## config.mk

```make
export PLATFORM = sky130hd
export DESIGN_NAME = irq_request_flags
export DESIGN_NICKNAME = d
export VERILOG_FILES = /design/src/rtl/irq_flags_pkg.sv /design/src/rtl/edge_detect.sv /design/src/rtl/irq_request_flags.sv
export VERILOG_INCLUDE_DIRS = /design/src /design/src/rtl
export SDC_FILE = /design/constraint.sdc
export NUM_CORES = 1
export LEC_CHECK = 0
export BUFFER_PORTS_ARGS = -buffer_cell sky130_fd_sc_hd__buf_2
export CELL_PAD_IN_SITES_DETAIL_PLACEMENT = 1
export CELL_PAD_IN_SITES_GLOBAL_PLACEMENT = 2
export CORE_MARGIN = 5
export CORE_UTILIZATION = 35
export DETAILED_ROUTE_END_ITERATION = 16
export GPL_TIMING_DRIVEN = 0
export PLACE_DENSITY_LB_ADDON = 0.1
export SETUP_SLACK_MARGIN = 0.5
export SYNTH_ARGS = -nofsm -noshare
export SYNTH_HDL_FRONTEND = slang
export SYNTH_SLANG_ARGS = --single-unit
```

## constraint.sdc

```tcl
create_clock -name i_clk -period 5.9 [get_ports i_clk]
set_input_delay 0.295 -clock i_clk [delete_from_list [all_inputs] [get_ports i_clk]]
set_output_delay 0.295 -clock i_clk [all_outputs]
set_load 0.03 [all_outputs]
```

## src/rtl/irq_flags_regs.svh

```systemverilog
/*
 * Register offsets, field positions, reset values and writable masks
 * for the interrupt request flag block. Assumes APB byte addressing.
 */
`ifndef IRQ_FLAGS_REGS_SVH
`define IRQ_FLAGS_REGS_SVH

// ====================================================================
// Register offsets (byte addresses)
`define OFS_FLAGS_ONE 12'h000
`define OFS_FLAGS_TWO 12'h004
`define OFS_ENABLE_ONE 12'h008
`define OFS_ENABLE_TWO 12'h00c
`define OFS_EDGE_SEL 12'h010
`define OFS_PIN_MODE 12'h014
`define OFS_PENDING 12'h018

// ====================================================================
// Field positions
`define BIT_INTERVAL 7
`define BIT_SERIAL 6
`define BIT_ONE_FIXED 5
`define BIT_DIRECT 7
`define BIT_CONVERT 6
`define BIT_TWO_ZERO 5
`define BIT_CAPTURE 4
`define BIT_HIGH_CMP 3
`define BIT_LOW_CMP 2

// ====================================================================
// Reset values and writable masks
`define RST_FLAGS_ONE 8'h20
`define RST_FLAGS_TWO 8'h01
`define RST_ENABLE_ONE 8'h00
`define RST_ENABLE_TWO 8'h01
`define RST_EDGE_SEL 8'h00
`define RST_PIN_MODE 8'h00
`define MASK_FLAGS_ONE 8'hdf
`define MASK_FLAGS_TWO 8'hdc
`define MASK_ENABLE_ONE 8'hff
`define MASK_ENABLE_TWO 8'hdc
`define MASK_EDGE_SEL 8'h1f
`define NUM_PINS 5

`endif

```

## src/rtl/irq_flags_pkg.sv

```systemverilog
/*
 * Types shared by the interrupt request flag block.
 * Assumes the constants header is included by users of offsets.
 */
package irq_flags_pkg;

    // Peripheral event pulses, one clock wide, same clock domain
    typedef struct packed {
        logic interval_wrap;
        logic serial_done;
        logic direct_transfer;
        logic conversion_done;
        logic capture_edge;
        logic capture_wrap;
        logic capture_wrap_en;
        logic high_match;
        logic low_match;
    } periph_events_t;

    typedef enum logic [1:0] {
        BUS_IDLE = 2'b00,
        BUS_SETUP = 2'b01,
        BUS_ACCESS = 2'b10
    } bus_state_t;

endpackage

```

## src/rtl/edge_detect.sv

```systemverilog
/*
 * Synchroniser and selectable edge detector for the external request pins.
 * Assumes pins are asynchronous to i_clk.
 */
`timescale 1ns/1ps
module edge_detect #(
    parameter int N = 5
) (
    input wire logic i_clk, // System clock
    input wire logic i_rst_n, // Synchronised reset, active low
    input wire logic [N-1:0] i_pin, // Raw pin levels
    input wire logic [N-1:0] i_rise, // 1 rising, 0 falling
    output logic [N-1:0] o_edge // One-cycle edge pulse
);
    logic [N-1:0] meta_reg;
    logic [N-1:0] sync_reg;
    logic [N-1:0] last_reg;
    logic [N-1:0] edge_next;

    // ================================================================
    // Detection
    always_comb begin
        edge_next = '0;
        for (int k = 0; k < N; k++) begin
            if (i_rise[k]) begin
                edge_next[k] = sync_reg[k] & ~last_reg[k];
            end else begin
                edge_next[k] = ~sync_reg[k] & last_reg[k];
            end
        end
    end

    always_ff @(posedge i_clk or negedge i_rst_n) begin
        if (!i_rst_n) begin
            meta_reg <= '1;
            sync_reg <= '1;
            last_reg <= '1;
            o_edge <= '0;
        end else begin
            meta_reg <= i_pin;
            sync_reg <= meta_reg;
            last_reg <= sync_reg;
            o_edge <= edge_next;
        end
    end
endmodule // edge_detect

```

## src/rtl/irq_request_flags.sv

```systemverilog
/*
 * Interrupt request flag registers with enables, edge select and APB slave.
 * Assumes peripheral event pulses are synchronous to i_clk and one cycle wide.
 */
// Local design decisions: the APB register port and the placing of the registers.
`timescale 1ns/1ps
`include "irq_flags_regs.svh"
module irq_request_flags
    import irq_flags_pkg::*;
(
    input wire logic i_clk, // System clock, 50 MHz
    input wire logic i_rstn, // Asynchronous reset, active low
    input wire logic i_psel, // APB select
    input wire logic i_penable, // APB enable
    input wire logic i_pwrite, // APB write
    input wire logic [11:0] i_paddr, // APB byte address
    input wire logic [31:0] i_pwdata, // APB write data
    output logic [31:0] o_prdata, // APB read data
    output logic o_pready, // APB ready
    output logic o_pslverr, // APB error, unmapped address
    input wire periph_events_t i_events, // Peripheral event pulses
    input wire logic [4:0] i_ext_pin, // External request pins, asynchronous
    output logic [7:0] o_req_one, // Requests of first register group
    output logic [7:0] o_req_two, // Requests of second register group
    output logic o_irq // Any enabled request pending
);
    logic rst_meta_reg;
    logic rst_n;
    logic [7:0] flags_one_reg, flags_one_next;
    logic [7:0] flags_two_reg, flags_two_next;
    logic [7:0] enable_one_reg, enable_one_next;
    logic [7:0] enable_two_reg, enable_two_next;
    logic [7:0] edge_sel_reg, edge_sel_next;
    logic [7:0] pin_mode_reg, pin_mode_next;
    logic [31:0] prdata_next;
    logic pready_next, pslverr_next;
    logic [7:0] req_one_next, req_two_next;
    logic [4:0] pin_edge;
    logic access;
    logic wr_ok;
    logic [7:0] wbyte;

    // Address decode shared by read and write paths
    function automatic logic mapped(input logic [11:0] a);
        case (a)
            `OFS_FLAGS_ONE, `OFS_FLAGS_TWO, `OFS_ENABLE_ONE, `OFS_ENABLE_TWO,
            `OFS_EDGE_SEL, `OFS_PIN_MODE, `OFS_PENDING: mapped = 1'b1;
            default: mapped = 1'b0;
        endcase
    endfunction

    // ================================================================
    // Reset release
    always_ff @(posedge i_clk or negedge i_rstn) begin
        if (!i_rstn) begin
            rst_meta_reg <= 1'b0;
            rst_n <= 1'b0;
        end else begin
            rst_meta_reg <= 1'b1;
            rst_n <= rst_meta_reg;
        end
    end

    // ================================================================
    // Pin edges
    // edge polarity select
    edge_detect #(.N(`NUM_PINS)) u_edge (
        .i_clk(i_clk),
        .i_rst_n(rst_n),
        .i_pin(i_ext_pin),
        .i_rise(edge_sel_reg[4:0]),
        .o_edge(pin_edge)
    );

    // ================================================================
    // Bus and register next state
    assign access = i_psel & i_penable & ~o_pready;
    assign wr_ok = access & i_pwrite & mapped(i_paddr);
    assign wbyte = i_pwdata[7:0];

    always_comb begin
        flags_one_next = flags_one_reg;
        flags_two_next = flags_two_reg;
        enable_one_next = enable_one_reg;
        enable_two_next = enable_two_reg;
        edge_sel_next = edge_sel_reg;
        pin_mode_next = pin_mode_reg;
        if (wr_ok && i_paddr == `OFS_FLAGS_ONE) begin
            flags_one_next = flags_one_reg & (wbyte | ~8'(`MASK_FLAGS_ONE));
        end
        if (wr_ok && i_paddr == `OFS_FLAGS_TWO) begin
            flags_two_next = flags_two_reg & (wbyte | ~8'(`MASK_FLAGS_TWO));
        end
        if (wr_ok && i_paddr == `OFS_ENABLE_ONE) begin
            enable_one_next = wbyte & `MASK_ENABLE_ONE;
        end
        if (wr_ok && i_paddr == `OFS_ENABLE_TWO) begin
            enable_two_next = (wbyte & `MASK_ENABLE_TWO) | `RST_ENABLE_TWO;
        end
        if (wr_ok && i_paddr == `OFS_EDGE_SEL) begin
            edge_sel_next = wbyte & `MASK_EDGE_SEL;
        end
        if (wr_ok && i_paddr == `OFS_PIN_MODE) begin
            pin_mode_next = wbyte & `MASK_EDGE_SEL;
        end
        if (i_events.interval_wrap) flags_one_next[`BIT_INTERVAL] = 1'b1;
        if (i_events.serial_done) flags_one_next[`BIT_SERIAL] = 1'b1;
        flags_one_next[4:0] = flags_one_next[4:0] | (pin_edge & pin_mode_reg[4:0]);
        if (i_events.direct_transfer) flags_two_next[`BIT_DIRECT] = 1'b1;
        if (i_events.conversion_done) flags_two_next[`BIT_CONVERT] = 1'b1;
        if (i_events.capture_edge || (i_events.capture_wrap && i_events.capture_wrap_en)) begin
            flags_two_next[`BIT_CAPTURE] = 1'b1;
        end
        if (i_events.high_match) flags_two_next[`BIT_HIGH_CMP] = 1'b1;
        if (i_events.low_match) flags_two_next[`BIT_LOW_CMP] = 1'b1;
        flags_one_next[`BIT_ONE_FIXED] = 1'b1;
        flags_two_next[`BIT_TWO_ZERO] = 1'b0;
        flags_two_next[1:0] = 2'b01;
    end

    always_comb begin
        req_one_next = flags_one_next & enable_one_next & `MASK_FLAGS_ONE;
        req_two_next = flags_two_next & enable_two_next & `MASK_FLAGS_TWO;
    end

    always_comb begin
        pready_next = access;
        pslverr_next = access & ~mapped(i_paddr);
        prdata_next = 32'h0000_0000;
        if (access && !i_pwrite) begin
            case (i_paddr)
                `OFS_FLAGS_ONE: prdata_next[7:0] = flags_one_reg;
                `OFS_FLAGS_TWO: prdata_next[7:0] = flags_two_reg;
                `OFS_ENABLE_ONE: prdata_next[7:0] = enable_one_reg;
                `OFS_ENABLE_TWO: prdata_next[7:0] = enable_two_reg;
                `OFS_EDGE_SEL: prdata_next[7:0] = edge_sel_reg;
                `OFS_PIN_MODE: prdata_next[7:0] = pin_mode_reg;
                `OFS_PENDING: prdata_next[15:0] = {o_req_two, o_req_one};
                default: prdata_next = 32'h0000_0000;
            endcase
        end
    end

    // ================================================================
    // State registers
    always_ff @(posedge i_clk or negedge rst_n) begin
        if (!rst_n) begin
            flags_one_reg <= `RST_FLAGS_ONE;
            flags_two_reg <= `RST_FLAGS_TWO;
            enable_one_reg <= `RST_ENABLE_ONE;
            enable_two_reg <= `RST_ENABLE_TWO;
            edge_sel_reg <= `RST_EDGE_SEL;
            pin_mode_reg <= `RST_PIN_MODE;
            o_prdata <= 32'h0000_0000;
            o_pready <= 1'b0;
            o_pslverr <= 1'b0;
            o_req_one <= 8'h00;
            o_req_two <= 8'h00;
            o_irq <= 1'b0;
        end else begin
            flags_one_reg <= flags_one_next;
            flags_two_reg <= flags_two_next;
            enable_one_reg <= enable_one_next;
            enable_two_reg <= enable_two_next;
            edge_sel_reg <= edge_sel_next;
            pin_mode_reg <= pin_mode_next;
            o_prdata <= prdata_next;
            o_pready <= pready_next;
            o_pslverr <= pslverr_next;
            o_req_one <= req_one_next;
            o_req_two <= req_two_next;
            o_irq <= |{req_one_next, req_two_next};
        end
    end
endmodule // irq_request_flags

```

==> results.yml, run 1 <==
grt:
  antenna_found_initial: 0
  grt_pass1_vias: 3025
  gr-total-overflow: 0
  grt_usage_pct: 16.4
  grt_max_degree: 45
  grt_pass1_wl_um: 16400
critical_path:
  startpoint_type: "flip-flop"
  slowest_stage: "nor2_1"
  cp-end-kind: "flip-flop"
  arrival_ns: 2.93
  required_ns: 6.12
  critical_path_class: "reg2reg"
  cp_max_fo: 10
  critPathMaxStageDelay_ns: 0.62
  cpLargestDelayFamily: "simple AND/OR/NAND/NOR gates"
  cp_cell_sequence: "nand4b_2 > nor2_1 > nand3_4 > mux2_1 > and2_1 > a311oi_1 > nand4_1"
  cp_num_buf_inv: 0
yosys:
  synthMuxAreaShare_pct: 8.94
  synthMostInstantiatedCell: "dfrtp_1"
  ys_seq_area_share_pct: 56.4
  synth-xor-area-share_pct: 0
  yosysWarnings: 0
  async_flop_share_pct: 100
  yosys.area_share.simple_pct: 15.9
  synthFlopType: "dfrtp_1"
  synth_area_leaders: "dfrtp_1, dfstp_2, mux2_1, buf_4, a21oi_1"
  synth_top_family_by_area: "simple AND/OR/NAND/NOR gates"
  synth.avg_cell_area_um2: 11.4
  synth_top_area_share_pct: 46.0
  syn_area_um2: 3800
  synthCells: 335
  yosys.area_share.adder_pct: 0
  synth_common_cells: "dfrtp_1, a21oi_1, buf_4, nand2_1, nor2_1"
  synth-edff-count: 0
  yosysTopAreaCell: "dfrtp_1"
  synth.distinct_cells: 50
  synth_compound_area_share_pct: 12.5
  synth_seq_cells: 85
clock_network:
  cts_resized: 0
  cts_sinks: 85
  clk_path_buf_depth: 2
  cts.htree.levels: 3
  ctsRootBufferMaster: "clkbuf_8"
  cts_tree: "built"
  cts_made_buffers: 9
  clk_pin_slew_ns: 0.10
  clkLatencyLatePin_ns: 0.36
routing:
  first_pass_iters: 4
  routed_wl_um: 10400
  vias_per_cell: 4.89
  drtIter0Drc: 75
  wl_per_cell_um: 17.8
  ant_nets: 0
  vias: 2853
  route.detailed.drc: 0
floorplanning:
  fp.dieH_um: 114
  die_area_um2: 13100
  die_w_um: 114
  io_pins: 114
  initial_core_util_pct: 35.4
  num_rows: 38
  fp.coreArea_um2: 10700
place:
  port_buffers: 64
  gp_congestion: 0.820
  dp_hpwl_um: 7920
sta:
  period_share_pct: 46.0
  finClkSkew_ns: 0.0119
  maxSlewViolCount: 0
  min_period_ns: 2.71
  timing.slew.headroom_pct: 51.3
  setup_tns_ns: 0
  fmax_mhz: 369
  final-setup-viol-count: 0
  holdWs_ns: 0.0339
  worst_pin_slew_ns: 0.728
  hold_viol_final: 0
  grt_setup_unrepaired: "no"
finish:
  area_delta_synth_final_pct: 22.8
  antennaDiodeCount: 0
  drive_gt1_share_pct: 31.6
  multi_input_area_um2: 1510
  largest_reg_flops: 13
  area.sequential_um2: 2150
  finalNetCount: 501
  n_fill_cell: 1208
power:
  vdd_drop_max_uv: 105
  powerDensity_nw_per_um2: 243
  leakagePower_nw: 2.26
  power.total_w: 0.00113
outcome:
  status: "finished clean"
min_path:
  hold_class: "in2reg"
job:
  maxCapViolCount: 0
==> layout make-up <==
type | count | share of cell area [%]
plain buffers | 32 | 4.50
well taps | 140 | 3.75
clock inverters | 7 | 1.85
inverters | 5 | 0.402
repair buffers | 70 | 8.46
flip-flops and latches | 85 | 46.0
multi-input cells | 235 | 32.4
clock buffers | 9 | 2.65
==> power by group <==
part           internal [W]  switching, W   total, W
Sequential         0.000595    0.00000964   0.000605
Clock              0.000206      0.000235   0.000442
Combinational     0.0000322     0.0000561  0.0000883
==> through the flow <==
step | utilization, % | area [µm²] | setup WS (ns) | instances
floorplan | - | 3890 | 3.38 | 357
global placement | 40.8 | 4380 | 2.32 | 561
detailed placement | 41.1 | 4410 | 2.96 | 562
CTS | 43.1 | 4630 | 3.16 | 579
global route | 43.5 | 4670 | 3.04 | 583
finish | 43.5 | 4670 | 3.19 | 583
==> cell families (layout without fill, tap and decap cells) <==
family / Yosys count / count (layout)
flip-flops: 85 / 85
AND/OR/NAND/NOR: 105 / 105
AO/OA/AOI/OAI: 75 / 75
other: 2 / 24
buffers and inverters: 37 / 123
multiplexers: 31 / 31
==> final timing paths <==
check                           slack, ns         start            endpoint  depth (start not counted)
worst max-delay path                 3.19      o_pready               o_irq                          7
worst min-delay path                 0.03  i_ext_pin[4]  u_edge.meta_reg[4]                          1
worst max register to register       3.19      o_pready               o_irq                          7
worst min register to register       0.33         rst_n    u_edge.o_edge[1]                          0
max in group asynchronous            4.92         rst_n  u_edge.sync_reg[4]                          1
min in group asynchronous            0.24        i_rstn        rst_meta_reg                          2
==> layer usage <==
| metal | share of wire (%) | GRT usage [%] |
|---|---|---|
| met1 | 44 | 20.8 |
| met2 | 50 | 28.6 |
| met3 | 4.9 | 3.70 |
| met4 | 1.1 | 3.64 |
| met5 | 0 | 0 |
==> cell usage in the layout, fill, tap and decap left out, types with 2 or more instances in the layout <==
master / n
dfrtp_1: 69
buf_2: 67
a21oi_1: 29
buf_4: 24
conb_1: 24
nor2_1: 23
nand2_1: 23
mux2_1: 16
dfstp_2: 15
o21ai_0: 10
mux2i_1: 10
and3_1: 9
clkbuf_8: 9
o21a_1: 8
nand2b_1: 8
a31oi_1: 8
clkbuf_1: 6
nand3b_1: 6
and2_1: 5
nand3_1: 5
mux2_2: 4
nand4_1: 4
a22oi_1: 4
a311oi_1: 4
dlygate4sd3_1: 4
nor3_1: 3
inv_1: 3
or2_1: 3
inv_6: 3
inv_2: 2
nor4_2: 2
and4_1: 2
or3_1: 2
o31ai_1: 2
o221a_2: 2
o41ai_1: 2
inv_8: 2
==> repair_timing <==
| action | 4_1_cts | 5_1_grt |
|---|---|---|
| endpoints found under the setup margin | 0 | 0 |
| setup buffers | 0 | 0 |
| hold buffers | 1 | 3 |
| endpoints found under the hold margin | 2 | 3 |
No activity file was read; power rests on OpenSTA's default activity.
==> run 2, diff against run 1 <==
- CORE_UTILIZATION: 35 -> 29
- clock period: 5.9 -> 2.46 ns (I/O delays scaled with it)
==> run 2 against run 1 <==
  * Combinational power increased to 2.7 times the previous value
  * Core utilization fell by 3.9 points
  * Critical path depth stayed put
  * Critical path type unchanged
  * Wire length up 9.6%
  * Sequential share of layout area decreased by 3.3 points
  * Critical endpoint unchanged
  * Total power rose to 2.7 times the previous value
  * Largest power group unchanged
==> results.yml, run 2 (synthesis results as in run 1) <==
routing:
  vias: 2960
  first_pass_iters: 4
  ant_nets: 0
  dr_wl_met3_um: 442
  vias_per_cell: 4.71
  drtIter0Drc: 146
  wl_per_cell_um: 18.1
  wl_met1_um: 5150
  wl_met2_um: 5580
  dr.max_layer_used: "met4"
  routed_wl_um: 11400
  route.detailed.drc: 0
clock_network:
  cts_tree: "built"
  clk_path_buf_depth: 2
  cts_made_buffers: 9
  clkLatencyLatePin_ns: 0.35
  cts.htree.levels: 3
  clk_pin_slew_ns: 0.07
  cts_sinks: 85
  ctsRootBufferMaster: "clkbuf_16"
place:
  dp_hpwl_um: 8420
  dpl_worst_slack_ns: -0.527
  gp_congestion: 0.795
  port_buffers: 64
power:
  vdd_drop_max_uv: 265
  powerDensity_nw_per_um2: 609
  leakagePower_nw: 2.41
floorplanning:
  io_pins: 114
  initial_core_util_pct: 29.9
  fp.coreArea_um2: 12700
  num_rows: 41
  die_area_um2: 15500
  die_w_um: 125
  fp.dieH_um: 125
critical_path:
  critical_path_class: "reg2reg"
  slowest_stage: "dfrtp_2"
  startpoint_type: "flip-flop"
  required_ns: 2.67
  cp_max_fo: 4
  cp_cell_sequence: "and4b_2 > and2_4 > and3_1 > a211oi_1 > a221o_1 > nor4_4 > nand4_1"
  critPathMaxStageDelay_ns: 0.41
  cp-end-kind: "flip-flop"
  arrival_ns: 2.29
job:
  maxCapViolCount: 0
sta:
  maxSlewViolCount: 0
  min_period_ns: 2.08
  holdWs_ns: 0.0207
  final-setup-viol-count: 0
  timing.slew.headroom_pct: 48.3
  grt_setup_unrepaired: "yes"
  fmax_mhz: 481
  finClkSkew_ns: 0.0103
  setup_tns_ns: 0
  hold_viol_final: 0
  period_share_pct: 84.5
  setup_ws_ns: 0.381
  worst_pin_slew_ns: 0.776
finish:
  largest_reg_flops: 13
  antennaDiodeCount: 0
  area_delta_synth_final_pct: 32.2
  layout_commonest_cell: "dfrtp_1"
  final_cell_mix: "dfrtp_1, buf_2, buf_4"
  fin_util_pct: 39.5
  multi_input_area_um2: 1610
  finalNetCount: 515
  drive_gt1_share_pct: 36.5
  n_fill_cell: 1441
  area.sequential_um2: 2150
grt:
  gr-total-overflow: 0
  grt_max_degree: 51
  grt_usage_pct: 15.2
  antenna_found_initial: 0
  grt_pass1_vias: 3215
  grt_pass1_wl_um: 18200
outcome:
  status: "finished clean"
min_path:
  hold_class: "in2reg"
[run 2: cell count changes in the layout (fill, tap and decap cells not counted), sizes merged]
cell,change
buf,+8
clkinv,+2
clkbuf,+3
dlygate4sd3,+5
inv,-4
[run 2: timing repair]
item | 4_1_cts | 5_1_grt
hold endpoints to repair | 10 | 0
hold buffers | 9 | 0
gates cloned | 0 | 0
resized for setup | 8 | 15
setup buffers | 6 | 4
endpoints found under the setup margin | 19 | 14
pin swaps | 4 | 7
[run 2: power breakdown]
part           internal [W]  switching (W)
combinational     0.0000872       0.000149
clock              0.000818       0.000557
sequential          0.00143      0.0000213
[run 2: path summary, 6_finish.rpt]
path	startpoint	end	depth (start not counted)	slack (ns)
worst min-delay path	i_events[6]	flags_two_reg[7]	2	0.02
worst max-delay path	o_pready	o_irq	7	0.38
worst max register to register	o_pready	o_irq	7	0.38
max in group asynchronous	rst_n	u_edge.sync_reg[4]	1	1.51
worst min register to register	rst_n	o_prdata[3]	0	0.29
min in group asynchronous	i_rstn	rst_n	2	0.09
[run 2: stage by stage]
| step | area (µm²) | std cells | power (W) |
|---|---|---|---|
| finish | 5030 | 629 | 0.00306 |
| global route | 5030 | 629 | 0.00321 |
| global placement | 4440 | 593 | 0.00168 |
| detailed placement | 4470 | 594 | 0.00169 |
| floorplan | 3910 | 357 | 0.00161 |
| CTS | 4950 | 625 | 0.00311 |
[run 2: critical path: cells and delay by family (launching register included)]
kind,cells,cell delay [ns]
flops,1,0.41
simple gates,5,1.13
compound gates,2,0.41
[run 2: area by class of cell]
class | instances | area share [%]
plain buffers | 32 | 4.30
clock buffers | 11 | 4.82
clock inverters | 5 | 1.19
inverters | 5 | 0.373
multi-input cells | 235 | 32.1
flip-flops and latches | 85 | 42.8
well taps | 172 | 4.28
repair buffers | 84 | 10.2
[run 2: per-layer routing]
layer / up-vias / GRT usage [%]
li1: 1404 / -
met1: 1485 / 19.3
met2: 59 / 24.3
met3: 12 / 4.63
met4: 0 / 5.61
met5: - / 0
